### config.mk
export PLATFORM = sky130hd
export DESIGN_NAME = pmc_phy_mode_control
export DESIGN_NICKNAME = d
export VERILOG_FILES = /design/src/design/pmc_pkg.sv /design/src/design/pmc_hold_timer.sv /design/src/design/pmc_phy_mode_control.sv
export SDC_FILE = /design/constraint.sdc
export NUM_CORES = 1
export LEC_CHECK = 0
export BUFFER_PORTS_ARGS = -buffer_cell sky130_fd_sc_hd__buf_4
export CORE_MARGIN = 4
export CORE_UTILIZATION = 45
export DETAILED_ROUTE_END_ITERATION = 10
export PLACE_DENSITY_LB_ADDON = 0.25
export SYNTH_ARGS = -nofsm -noshare
export SYNTH_HDL_FRONTEND = slang
export SYNTH_SLANG_ARGS = --single-unit
export TNS_END_PERCENT = 10
### constraint.sdc
create_clock -name clk -period 1.5 [get_ports clk]
set_input_delay 0.3 -clock clk [delete_from_list [all_inputs] [get_ports clk]]
set_output_delay 0.3 -clock clk [all_outputs]
set_load 0.01 [all_outputs]
### src/design/pmc_pkg.sv
// Purpose: shared constants and types for the phy mode control register
// Assumes: 125 MHz clk, register access by single-cycle management request
// Notes:   one request per cycle at most, answer one cycle later
//
// Functional notes
// RL1 - writing one to bit 15 restores defaults and resets state machines
// RL2 - hardware clears the soft-reset bit once the reset has completed
// RL3 - writing one to bit 9 restarts auto-negotiation from its start
// RL4 - restart bit clears itself as soon as the restart is issued
// RL5 - control register at index 0x00, read/write, resets to 0x3100
// RL6 - default settings give normal operation without any configuration
// RL7 - controller addresses registers by five-bit index with read/write flag
// RL8 - mode bits are plain read/write controls that drive phy modes
package pmc_pkg;

   // ------------------------------------------------------------------
   // register map
   // ------------------------------------------------------------------
   localparam logic [4:0]  CTRL_INDEX     = 5'h00;
   localparam logic [15:0] CTRL_RESET     = 16'h3100;
   localparam logic [15:0] CTRL_RW_MASK   = 16'h7d80;
   localparam int          SOFT_RESET_BIT = 15;
   localparam int          LOOPBACK_BIT   = 14;
   localparam int          SPEED_BIT      = 13;
   localparam int          ANEG_EN_BIT    = 12;
   localparam int          POWER_DOWN_REQUEST_BIT      = 11;
   localparam int          ISOLATE_BIT    = 10;
   localparam int          ANEG_RST_BIT   = 9;
   localparam int          DUPLEX_BIT     = 8;
   localparam int          COLTEST_BIT    = 7;

   // ------------------------------------------------------------------
   // timing
   // ------------------------------------------------------------------
   localparam int CLK_MHZ       = 125;
   localparam int SOFT_RESET_NS = 64;
   localparam int SOFT_RESET_CYCLES =
      (SOFT_RESET_NS * CLK_MHZ + 999) / 1000;

   // ------------------------------------------------------------------
   // types
   // ------------------------------------------------------------------
   typedef struct packed {
      logic        valid;
      logic        write;
      logic [4:0]  index;
      logic [15:0] data;
   } pmc_req_t;

   typedef struct packed {
      logic        valid;
      logic [15:0] data;
   } pmc_rsp_t;

   typedef struct packed {
      logic loopBackSelect;
      logic speedSelect;
      logic autonegEnable;
      logic powerDownRequest;
      logic isolate;
      logic fullDuplex;
      logic collisionTest;
   } pmc_mode_t;

   typedef enum logic {
      SR_IDLE = 1'b0,
      SR_HOLD = 1'b1
   } pmc_sr_state_t;

endpackage

### src/design/pmc_hold_timer.sv
// Purpose: counts a fixed hold time after a start pulse
// Assumes: start only while not busy
// Notes:   done pulses in the last busy cycle
`timescale 1ns/100ps
module pmc_hold_timer #(
   parameter int CYCLES = 8
) (
   input  wire logic clk,
   input  wire logic reset_n,
   input  wire logic start,
   output logic      done
);
   localparam int CW = $clog2(CYCLES + 1);
   localparam logic [CW-1:0] LAST = CW'(CYCLES);

   logic [CW-1:0] count_r;
   logic          running_r;

   assign done = running_r && (count_r == LAST);

   always_ff @(posedge clk or negedge reset_n) begin
      if (!reset_n) begin
         count_r   <= '0;
         running_r <= 1'b0;
      end else if (start) begin
         count_r   <= CW'(1);
         running_r <= 1'b1;
      end else if (done) begin
         running_r <= 1'b0;
      end else if (running_r) begin
         count_r   <= count_r + CW'(1);
      end
   end

endmodule

### src/design/pmc_phy_mode_control.sv
// Purpose: phy mode control register with self-clearing reset and restart
// Assumes: requests synchronous to clk, one per cycle
// Notes:   writes are ignored while a soft reset is in progress
`timescale 1ns/100ps
module pmc_phy_mode_control #(
   parameter int SOFT_RESET_CYCLES = pmc_pkg::SOFT_RESET_CYCLES
) (
   input  wire logic             clk,
   input  wire logic             reset_n,
   input  wire pmc_pkg::pmc_req_t req,
   output pmc_pkg::pmc_rsp_t     rsp,
   output pmc_pkg::pmc_mode_t    mode,
   output logic                  autonegRestart,
   output logic                  stateInit
);

   // ------------------------------------------------------------------
   // request decode
   // ------------------------------------------------------------------
   pmc_pkg::pmc_sr_state_t srState_r;
   pmc_pkg::pmc_sr_state_t srState_nxt;
   logic [15:0]            ctl_r;
   logic [15:0]            ctl_nxt;
   logic                   restartPend_r;
   logic                   restartPend_nxt;
   pmc_pkg::pmc_rsp_t      rsp_r;
   pmc_pkg::pmc_rsp_t      rsp_nxt;
   logic                   srDone;
   logic                   srBusy;
   logic                   ctlHit;
   logic                   ctlWrite;
   logic                   softResetReq;
   logic [15:0]            ctlView;

   assign srBusy       = (srState_r == pmc_pkg::SR_HOLD);
   assign ctlHit       = req.valid && (req.index == pmc_pkg::CTRL_INDEX);
   assign ctlWrite     = ctlHit && req.write && !srBusy;
   assign softResetReq = ctlWrite && req.data[pmc_pkg::SOFT_RESET_BIT];

   // ------------------------------------------------------------------
   // soft reset sequencing
   // ------------------------------------------------------------------
   pmc_hold_timer #(
      .CYCLES (SOFT_RESET_CYCLES)
   ) u_timer (
      .clk     (clk),
      .reset_n (reset_n),
      .start   (softResetReq),
      .done    (srDone)
   );

   always_comb begin
      srState_nxt = srState_r;
      unique case (srState_r)
         pmc_pkg::SR_IDLE: begin
            if (softResetReq) begin
               srState_nxt = pmc_pkg::SR_HOLD; // RL1
            end
         end
         pmc_pkg::SR_HOLD: begin
            if (srDone) begin
               srState_nxt = pmc_pkg::SR_IDLE; // RL2
            end
         end
      endcase
   end

   // ------------------------------------------------------------------
   // control storage
   // ------------------------------------------------------------------
   always_comb begin
      ctl_nxt = ctl_r;
      if (softResetReq || srBusy) begin
         ctl_nxt = pmc_pkg::CTRL_RESET; // RL1
      end else if (ctlWrite) begin
         ctl_nxt = req.data & pmc_pkg::CTRL_RW_MASK; // RL8
      end
   end

   // restart flag lives one cycle, then clears itself
   assign restartPend_nxt = ctlWrite && !softResetReq &&
                            req.data[pmc_pkg::ANEG_RST_BIT]; // RL3 RL4

   // ------------------------------------------------------------------
   // read path
   // ------------------------------------------------------------------
   always_comb begin
      ctlView = ctl_r & pmc_pkg::CTRL_RW_MASK;
      ctlView[pmc_pkg::SOFT_RESET_BIT] = srBusy; // RL2
      ctlView[pmc_pkg::ANEG_RST_BIT]   = restartPend_r; // RL4
   end

   always_comb begin
      rsp_nxt.valid = req.valid && !req.write;
      rsp_nxt.data  = 16'h0000;
      if (req.valid && !req.write && ctlHit) begin
         rsp_nxt.data = ctlView; // RL5 RL7
      end
   end

   always_ff @(posedge clk or negedge reset_n) begin
      if (!reset_n) begin
         srState_r     <= pmc_pkg::SR_IDLE;
         ctl_r         <= pmc_pkg::CTRL_RESET; // RL5 RL6
         restartPend_r <= 1'b0;
         rsp_r         <= '0;
      end else begin
         srState_r     <= srState_nxt;
         ctl_r         <= ctl_nxt;
         restartPend_r <= restartPend_nxt;
         rsp_r         <= rsp_nxt;
      end
   end

   // ------------------------------------------------------------------
   // outputs
   // ------------------------------------------------------------------
   assign rsp                   = rsp_r;
   assign autonegRestart        = restartPend_r; // RL3
   assign stateInit             = srBusy; // RL1
   assign mode.loopBackSelect   = ctl_r[pmc_pkg::LOOPBACK_BIT]; // RL8
   assign mode.speedSelect      = ctl_r[pmc_pkg::SPEED_BIT];
   assign mode.autonegEnable    = ctl_r[pmc_pkg::ANEG_EN_BIT];
   assign mode.powerDownRequest = ctl_r[pmc_pkg::POWER_DOWN_REQUEST_BIT];
   assign mode.isolate          = ctl_r[pmc_pkg::ISOLATE_BIT];
   assign mode.fullDuplex       = ctl_r[pmc_pkg::DUPLEX_BIT];
   assign mode.collisionTest    = ctl_r[pmc_pkg::COLTEST_BIT];

   logic [15:0] reqData_q;
   always_ff @(posedge clk or negedge reset_n) begin
      if (!reset_n) begin
         reqData_q <= 16'h0000;
      end else begin
         reqData_q <= req.data;
      end
   end

   // length of the current init hold, in cycles
   logic [4:0] holdLen_q;
   always_ff @(posedge clk or negedge reset_n) begin
      if (!reset_n) begin
         holdLen_q <= 5'h00;
      end else if (stateInit) begin
         holdLen_q <= holdLen_q + 5'h01;
      end else begin
         holdLen_q <= 5'h00;
      end
   end
endmodule

==> results.py, run 1 <==
metrics = {
    "global_routing": {
        "grt_max_degree": 25,
        "grt_util_all_layers_pct": 13.11,
        "antenna_found_initial": 0,
        "grt_pass1_wl_mm": 3.360,
        "grt_pass1_vias": 719,
        "grt_remaining_overflow": 0,
    },
    "timing": {
        "skew_ns": 0.004203,
        "setup-violations-final": 0,
        "hold_viol": 0,
        "finalSetupTns_ns": 0,
        "finalCritPeriodShare_pct": 92.38,
        "rsz0062_at_grt": "no",
        "max_freq_ghz": 0.7216,
        "slew_violations": 0,
        "finalCriticalPeriod_ns": 1.386,
    },
    "detailed_routing": {
        "drc_errors": 0,
        "routed_via_density": 4.713,
        "vias": 773,
        "drt_pass1_iterations": 4,
        "wl_mm": 2.068,
        "drt_iter0_drc": 7,
        "ant_nets": 0,
        "avgRoutedWirePerCell_um": 12.61,
    },
    "die": {
        "ios": 51,
        "start_util_pct": 47.84,
        "rows": 17,
        "dieArea_mm2": 0.003244,
        "die_w_um": 56.96,
        "core_area_mm2": 0.002255,
        "die_h_um": 56.96,
    },
    "yosys": {
        "synth-seq-cells": 24,
        "synth.cell_area_mm2": 0.001079,
        "syn_area_per_cell_um2": 11.12,
        "yosys_warnings": 0,
        "syn_inst": 97,
        "seq_area_frac_synth_pct": 56.03,
        "yosysUniqueCellTypes": 27,
    },
    "critical_path": {
        "startpoint_type": "flip-flop",
        "cp_top_family": "flip-flops",
        "worstPathCellList": "inv_1 > ha_1 > nand3b_1 > and3_1 > o21a_1",
        "crit_arrival_ns": 1.60,
        "critPathKind": "reg2reg",
        "cp_data_required_time_ns": 1.72,
        "cp_slowest_cell": "dfrtp_1",
        "path_buf_inv": 1,
        "critPathCaptureType": "flip-flop",
        "cpPeakStageDelay_ns": 0.45,
        "worst-path-max-fanout": 6,
    },
    "run": {
        "cap_violations": 0,
    },
    "power_and_ir_drop": {
        "p_leak_nw": 0.7681,
        "combPwrFrac_pct": 13.6,
        "clockPowerShare_pct": 28.1,
        "p_sw_share_pct": 24.61,
        "p_switching_mw": 0.2930,
        "p_per_area_mw_per_mm2": 852.5,
        "ir_worst_vdd_mv": 0.5723,
        "internal_power_mw": 0.8974,
        "seqPwrFrac_pct": 58.2,
    },
    "clock_network": {
        "h-tree-depth": 1,
        "clk_latency_ns": 0.31,
        "clockBufferDepth": 2,
        "clk_pin_slew_ns": 0.13,
        "cts_resized": 0,
        "cts-root-buf": "clkbuf_4",
        "cts_sinks": 24,
        "cts_tree": "yes",
        "cts_made_buffers": 3,
    },
    "placement": {
        "numPortBuffers": 36,
        "placed_cells": 159,
        "gp_congestion": 0.7016,
        "hpwl_mm": 1.582,
    },
    "outcome": {
        "outcome": "completed",
    },
    "hold_path": {
        "worst_hold_path_type": "in2reg",
    },
    "final_layout": {
        "n_antenna_cell": 0,
        "drive_above_1_share_pct": 33.82,
        "area_growth_pct": 29.47,
        "nNetsFinal": 164,
        "fillers": 196,
        "instances_no_fill": 164,
    },
}
[worst reg2reg max path, delay by kind of cell, from the launching register on]
| family | cells | cell delay (ns) |
|---|---|---|
| buffers and inverters | 1 | 0.08 |
| flip-flops | 1 | 0.45 |
| AND/OR/NAND/NOR | 2 | 0.41 |
| AO/OA/AOI/OAI | 1 | 0.17 |
| adder cells (fa/ha/maj) | 1 | 0.17 |
[flip-flops by register name, summed over array words and instances (netlist names)]
name	cells
rsp	10
ctl_r	7
u_timer.count_r	4
autonegRestart	1
stateInit	1
u_timer.running_r	1
[power by group through the flow]
| stage | Combinational, mW | Sequential, mW | Clock [mW] |
|---|---|---|---|
| 2_1_floorplan | 0.0854 | 0.703 | 0 |
| 3_3_place_gp | 0.157 | 0.704 | 0 |
| 3_5_place_dp | 0.162 | 0.704 | 0 |
| 4_1_cts | 0.165 | 0.693 | 0.340 |
| 5_1_grt | 0.180 | 0.697 | 0.373 |
| 6_report | 0.162 | 0.693 | 0.335 |
[through the flow]
step / worst slack, ns / hold slack [ns] / util (%) / cell area [um2] / power [mW]
final: 0.1143 / 0.1456 / 61.93 / 1396 / 1.190
after global routing: 0.03417 / 0.1261 / 61.93 / 1396 / 1.249
after CTS: 0.1206 / 0.1386 / 61.93 / 1396 / 1.197
after detailed placement: 0.1152 / 0.2139 / 59.88 / 1350 / 0.8663
after global placement: 0.1304 / 0.2105 / 59.88 / 1350 / 0.8612
after floorplan: 0.2778 / 0.004409 / - / 1101 / 0.7881
[Yosys cell counts]
cell type	n	area [um2]
nor2_1	6	22.52
nand4_1	1	6.260
mux2i_1	7	70.07
ha_1	2	25.02
nor3_1	3	15.01
and2_1	10	62.56
dfstp_2	3	78.83
xnor2_1	1	8.760
a21boi_0	1	7.510
nand3b_1	1	7.510
nand4b_1	1	8.760
a21oi_1	2	10.01
nand2b_1	4	25.02
and3_1	3	18.77
buf_4	8	60.06
clkbuf_1	1	3.750
o21a_1	1	7.510
nor4b_4	1	23.77
nor2b_1	1	6.260
a211o_1	1	8.760
nand2_2	1	6.260
nor3b_1	1	7.510
conb_1	1	3.750
nand2_1	10	37.54
o21ai_0	2	10.01
dfrtp_1	21	525.5
inv_1	3	11.26
[cell type report]
class                   instances  area [um2]  area share (%)
flip-flops and latches         24       604.3           43.28
well taps                      28       35.03           2.509
inverters                       3       11.26          0.8065
repair buffers                 38       287.8           20.61
multi-input cells              67       421.7           30.20
clock buffers                   4       36.28           2.599
[layout by cell type, fill, tap and decap left out, types with 2 or more instances in the layout]
cell type,n
buf_4,37
dfrtp_1,21
and2_1,10
nand2_1,10
mux2i_1,7
conb_1,7
nor2_1,6
nand2b_1,4
inv_1,3
and3_1,3
nor3_1,3
clkbuf_4,3
dfstp_2,3
o21ai_0,2
a21oi_1,2
ha_1,2
[cell families (layout without fill, tap and decap cells)]
logic type | after synthesis | count (layout) | synth area share (%)
and+or+nand+nor | 43 | 43 | 22.97
DFF | 24 | 24 | 56.03
buffers and inverters | 12 | 45 | 6.960
AOI/OAI and AO/OA | 7 | 7 | 4.061
muxes | 7 | 7 | 6.497
adders and majority gates | 2 | 2 | 2.320
other | 1 | 7 | 0.3477
xor gates and xnor gates | 1 | 1 | 0.8122
[timing repair]
item / in CTS / in global routing
hold buffers: 1 / 0
endpoints found under the setup margin: 0 / 0
hold endpoints to repair: 21 / 0
buffers inserted: 0 / 0
[per-layer routing]
layer | global-route usage (%) | vias up | routed length (um)
li1 | - | 381 | -
met1 | 17.49 | 368 | 874
met2 | 21.53 | 22 | 1030
met3 | 3.394 | 2 | 146
met4 | 2.980 | 0 | 17
met5 | 0 | - | 0
[final timing paths]
| check | from | end | slack, ns | cells past startpoint |
|---|---|---|---|---|
| worst min register to register | autonegRestart | rsp[9] | 0.51 | 1 |
| min in group asynchronous | reset_n | u_timer.count_r[0] | 0.41 | 2 |
| worst max register to register | u_timer.count_r[0] | u_timer.count_r[1] | 0.11 | 5 |
| max in group asynchronous | reset_n | ctl_r[8] | 0.81 | 2 |
| worst min-delay path | req[21] | rsp[16] | 0.15 | 2 |
| worst max-delay path | u_timer.count_r[0] | u_timer.count_r[1] | 0.11 | 5 |
(Power assumes the default switching activity.)
==> run 2: changes to the inputs <==
--- a/config.mk
+++ b/config.mk
@@ -7,9 +7,10 @@
 export LEC_CHECK = 0
 export BUFFER_PORTS_ARGS = -buffer_cell sky130_fd_sc_hd__buf_4
 export CORE_MARGIN = 4
-export CORE_UTILIZATION = 45
+export CORE_UTILIZATION = 24
 export DETAILED_ROUTE_END_ITERATION = 10
 export PLACE_DENSITY_LB_ADDON = 0.25
+export RECOVER_POWER = 25
 export SYNTH_ARGS = -nofsm -noshare
 export SYNTH_HDL_FRONTEND = slang
 export SYNTH_SLANG_ARGS = --single-unit
==> run 2 against run 1 <==
- clock skew shrank 0.0030 ns
- highest routed layer unchanged
- largest cell class unchanged
- register-to-register slack improved by 0.04 ns
- final cell count increased by 15%
- via count rose by 4.3%
==> results.py, run 2 (same netlist as run 1, synthesis figures left out) <==
metrics = {
    "outcome": {
        "outcome": "completed",
    },
    "critical_path": {
        "cpPeakStageDelay_ns": 0.43,
        "rr_worst_depth": 6,
        "worstPathCellList": "inv_1 > ha_1 > nand3b_1 > buf_4 > a21oi_1 > o21ai_0",
        "cp_data_required_time_ns": 1.64,
        "worst-path-max-fanout": 5,
        "critPathCaptureType": "flip-flop",
        "cp_slowest_cell": "dfrtp_1",
        "r2r-end": "u_timer.count_r[0]",
        "r2r_start": "u_timer.count_r[0]",
        "critPathKind": "reg2reg",
        "path_buf_inv": 2,
        "startpoint_type": "flip-flop",
        "rrSetupSlack_ns": 0.15,
        "cp_top_family": "flip-flops",
        "crit_arrival_ns": 1.48,
    },
    "global_routing": {
        "grt_pass1_wl_mm": 3.767,
        "antenna_found_initial": 0,
        "grt_pass1_vias": 814,
        "grt_max_degree": 25,
        "grt_util_all_layers_pct": 8.846,
        "grt_remaining_overflow": 0,
    },
    "die": {
        "core_area_mm2": 0.004354,
        "die_h_um": 75.04,
        "ios": 51,
        "dieArea_mm2": 0.005630,
        "rows": 24,
        "die_w_um": 75.04,
        "start_util_pct": 24.77,
    },
    "final_layout": {
        "area_growth_pct": 34.45,
        "multi_input_area_um2": 421.7,
        "n_antenna_cell": 0,
        "final_common_cell": "buf_4",
        "fillers": 437,
        "nNetsFinal": 165,
        "final_util_pct": 33.30,
        "instances_no_fill": 189,
        "ff_latch_area_um2": 604.3,
        "drive_above_1_share_pct": 34.31,
        "largest_reg_flops": 10,
        "layout_common_cells": "buf_4, dfrtp_1, and2_1, nand2_1",
    },
    "timing": {
        "hold_viol": 0,
        "rsz0062_at_grt": "no",
        "tightestPinTransition_ns": 0.6100,
        "max_freq_ghz": 0.7413,
        "slew_violations": 0,
        "skew_ns": 0.001200,
        "finalCritPeriodShare_pct": 89.93,
        "maxSlewHeadroom_pct": 59.33,
        "setup-violations-final": 0,
        "fin_ws_ns": 0.1510,
        "finalCriticalPeriod_ns": 1.349,
        "finalSetupTns_ns": 0,
    },
    "hold_path": {
        "holdPathEnd": "rsp[16]",
        "hp-start": "req[21]",
        "worst_hold_path_type": "in2reg",
        "timing.hold.worst_path_depth": 2,
    },
    "clock_network": {
        "clockBufferDepth": 2,
        "cts_made_buffers": 3,
        "h-tree-depth": 1,
        "clk_pin_slew_ns": 0.08,
        "cts_sinks": 24,
        "cts_tree": "yes",
        "clk_latency_ns": 0.26,
        "cts-root-buf": "clkbuf_8",
    },
    "detailed_routing": {
        "drt_iter0_drc": 38,
        "drt_pass1_iterations": 4,
        "drc_errors": 0,
        "routed_via_density": 4.265,
        "avgRoutedWirePerCell_um": 12.44,
        "vias": 806,
        "wl_mm": 2.351,
        "ant_nets": 0,
    },
    "placement": {
        "hpwl_mm": 1.780,
        "numPortBuffers": 36,
        "place_ws_ns": 0.1063,
        "placed_cells": 183,
        "gp_congestion": 0.7325,
    },
    "power_and_ir_drop": {
        "p_per_area_mw_per_mm2": 900.3,
        "p_leak_nw": 0.7801,
        "ir_worst_vdd_mv": 0.3490,
    },
    "run": {
        "cap_violations": 0,
    },
}
[run 2: changes by cell type in the layout (fill, tap and decap cells not counted)]
cell      before  now
clkbuf_4       3    1
buf_4         37   36
clkbuf_2       0    1
clkbuf_8       1    4
[run 2: routing by layer]
layer	share of wire [%]	track usage (%)
met3	8.0	2.537
met1	37	10.09
met2	54	16.05
met5	0	0
met4	0.60	2.372
[run 2: timing repair]
| action | in CTS | in global routing |
|---|---|---|
| resized for setup | 0 | 0 |
| endpoints found under the hold margin | 21 | 0 |
| setup endpoints to repair | 0 | 1 |
| hold buffers | 1 | 0 |
| buffers inserted | 0 | 1 |
[run 2: worst max-delay path by stage]
stage,startpoint,end,slack [ns],cells past startpoint
floorplan,u_timer.count_r[0],u_timer.count_r[1],0.28,5
global placement,req[20],u_timer.count_r[3],0.14,4
detailed placement,req[17],u_timer.count_r[3],0.11,4
CTS,u_timer.count_r[0],u_timer.count_r[1],0.14,5
global route,u_timer.count_r[0],stateInit,0.03,6
finish,u_timer.count_r[0],u_timer.count_r[0],0.15,6
[run 2: area by class of cell]
| cell class | count | area share (%) |
|---|---|---|
| sequential | 24 | 41.67 |
| multi-input combinational | 67 | 29.08 |
| timing repair buffer | 39 | 20.19 |
| tap | 52 | 4.487 |
| clock buffer | 4 | 3.796 |
| inverter | 3 | 0.7765 |
[run 2: stage by stage]
step	power, mW	cell area [um2]	hold slack, ns
finish	1.306	1450	0.2203
CTS	1.311	1445	0.1871
global route	1.369	1450	0.2342
detailed placement	0.8701	1380	0.2222
global placement	0.8650	1380	0.2156
floorplan	0.7881	1101	0.004409
[run 2: power breakdown]
group	switching [mW]	internal, mW	leakage, nW
logic	0.0919	0.0876	0.433
registers	0.0192	0.669	0.318
clock network	0.204	0.234	0.0288
==> run 3: changes to the inputs <==
==> constraint.sdc (replaced) <==
create_clock -name clk -period 1.69 [get_ports clk]
set_input_delay 0.338 -clock clk [delete_from_list [all_inputs] [get_ports clk]]
set_output_delay 0.338 -clock clk [all_outputs]
set_load 0.01 [all_outputs]
==> run 3 against run 2 <==
- sequential share of layout area hardly changed
- clock-buffer cell count decreased by 1
- highest routed layer unchanged
- die area unchanged
- power down 4.0%
- first-iteration DRC count rose by 2.6%
- clock power is 14% higher
- flip-flop and latch count is the same
- largest power group unchanged
- critical path type is now reg2out
- non-clock buffer count is 2 lower
- global-route usage up 0.19 points
- combinational power shrank 25%
==> results.py, run 3 (same netlist as run 1, synthesis figures left out) <==
metrics = {
    "placement": {
        "hpwl_mm": 1.806,
        "place_area_mm2": 0.001373,
        "place_ws_ns": 0.2439,
        "numPortBuffers": 36,
        "gp_congestion": 0.6508,
    },
    "global_routing": {
        "grt_pass1_wl_mm": 3.815,
        "grt_max_degree": 25,
        "grt_remaining_overflow": 0,
        "grt_util_all_layers_pct": 9.038,
        "antenna_found_initial": 0,
        "grt_pass1_vias": 853,
    },
    "clock_network": {
        "cts_made_buffers": 3,
        "clk_pin_slew_ns": 0.08,
        "h-tree-depth": 1,
        "cts_resized": 0,
        "cts_sinks": 24,
        "clk_latency_ns": 0.26,
        "clockBufferDepth": 2,
        "cts-root-buf": "clkbuf_8",
        "cts_tree": "yes",
        "post_cts_buffers": 0,
    },
    "timing": {
        "finalSetupTns_ns": 0,
        "max_freq_ghz": 0.7062,
        "maxSlewHeadroom_pct": 59.17,
        "finalCritPeriodShare_pct": 83.79,
        "finalCriticalPeriod_ns": 1.416,
        "rsz0062_at_grt": "no",
        "skew_ns": 0.003719,
        "slew_violations": 0,
        "fin_ws_ns": 0.2739,
        "setup-violations-final": 0,
        "hold_viol": 0,
        "tightestPinTransition_ns": 0.6125,
    },
    "detailed_routing": {
        "routed_via_density": 4.150,
        "dr.max_layer_used": "met4",
        "wl_met1_um": 826,
        "drt_pass1_iterations": 4,
        "avgRoutedWirePerCell_um": 12.23,
        "drt_iter0_drc": 39,
        "ant_nets": 0,
        "wl_mm": 2.287,
        "wl_met2_mm": 1.276,
        "vias": 776,
        "drc_errors": 0,
        "met3_length_um": 171,
    },
    "final_layout": {
        "area_growth_pct": 34.57,
        "drive_above_1_share_pct": 33.33,
        "fillers": 428,
        "n_antenna_cell": 0,
        "final_util_pct": 33.33,
        "nNetsFinal": 163,
        "layout_common_cells": "buf_4, dfrtp_1, and2_1, nand2_1",
        "fin_area_mm2": 0.001451,
        "largest_reg_flops": 10,
        "final_common_cell": "buf_4",
    },
    "critical_path": {
        "critPathCaptureType": "output port",
        "r2r_start": "u_timer.count_r[0]",
        "r2r-end": "u_timer.count_r[1]",
        "path_buf_inv": 1,
        "cp_data_required_time_ns": 1.35,
        "startpoint": "stateInit",
        "cpPeakStageDelay_ns": 0.62,
        "rrSetupSlack_ns": 0.35,
        "cp_slowest_cell": "dfrtp_1",
        "crit_arrival_ns": 1.08,
        "crit_cells": 1,
        "endpoint": "stateInit",
        "rr_worst_depth": 5,
        "worst-path-max-fanout": 15,
        "cp_top_family": "flip-flops",
        "worstPathCellList": "buf_4",
        "critPathKind": "reg2out",
        "startpoint_type": "flip-flop",
    },
    "die": {
        "start_util_pct": 24.77,
        "die_h_um": 75.04,
        "ios": 51,
        "die_w_um": 75.04,
        "core_area_mm2": 0.004354,
        "rows": 24,
        "dieArea_mm2": 0.005630,
    },
    "power_and_ir_drop": {
        "total_power_mw": 1.253,
        "ir_worst_vdd_mv": 0.3352,
        "p_leak_nw": 0.7767,
        "p_per_area_mw_per_mm2": 863.2,
    },
    "outcome": {
        "outcome": "completed",
    },
    "hold_path": {
        "worst_hold_path_type": "in2reg",
    },
    "run": {
        "cap_violations": 0,
    },
}
## run 3: cell types whose count changed in the layout (fill, tap and decap cells not counted), sizes merged
cell | before | now
bufinv | 0 | 1
buf | 36 | 34
clkbuf | 6 | 5
## run 3: routing by layer
layer  vias to the layer above  track usage (%)
met5                         -                0
met2                        19            17.79
met4                         0            2.964
li1                        376                -
met3                         2            2.403
met1                       379            9.008
## run 3: stage by stage
stage	cells	hold slack, ns
finish	187	0.2300
global route	187	0.2371
CTS	187	0.2256
detailed placement	182	0.2615
global placement	182	0.2542
floorplan	103	0.04241
## run 3: timing repair
item	CTS	global route
hold buffers	1	0
endpoints found under the setup margin	0	0
hold endpoints to repair	21	0
## run 3: cell type report
class | instances | area, um2 | share of cell area [%]
inverters | 3 | 11.26 | 0.7759
well taps | 52 | 65.06 | 4.483
clock buffers | 3 | 41.29 | 2.845
repair buffers | 37 | 277.8 | 19.14
flip-flops and latches | 24 | 604.3 | 41.64
multi-input cells | 67 | 421.7 | 29.05
clock inverters | 1 | 30.03 | 2.069
## run 3: how the worst min path moves through the flow
stage / endpoint / slack, ns / start / cells past startpoint
detailed placement: rsp[10] / 0.26 / reset_n / 1
floorplan: autonegRestart / 0.04 / reset_n / 0
global route: rsp[16] / 0.24 / req[21] / 2
global placement: rsp[10] / 0.25 / reset_n / 1
CTS: rsp[16] / 0.23 / req[21] / 2
finish: rsp[16] / 0.23 / req[21] / 2
## run 3: power breakdown
group          leakage, nW  switching [mW]  total, mW  internal, mW
clock network       0.0357           0.182      0.499         0.316
registers            0.318          0.0259      0.619         0.593
logic                0.423          0.0684      0.135        0.0665
total                0.777           0.277       1.25         0.976
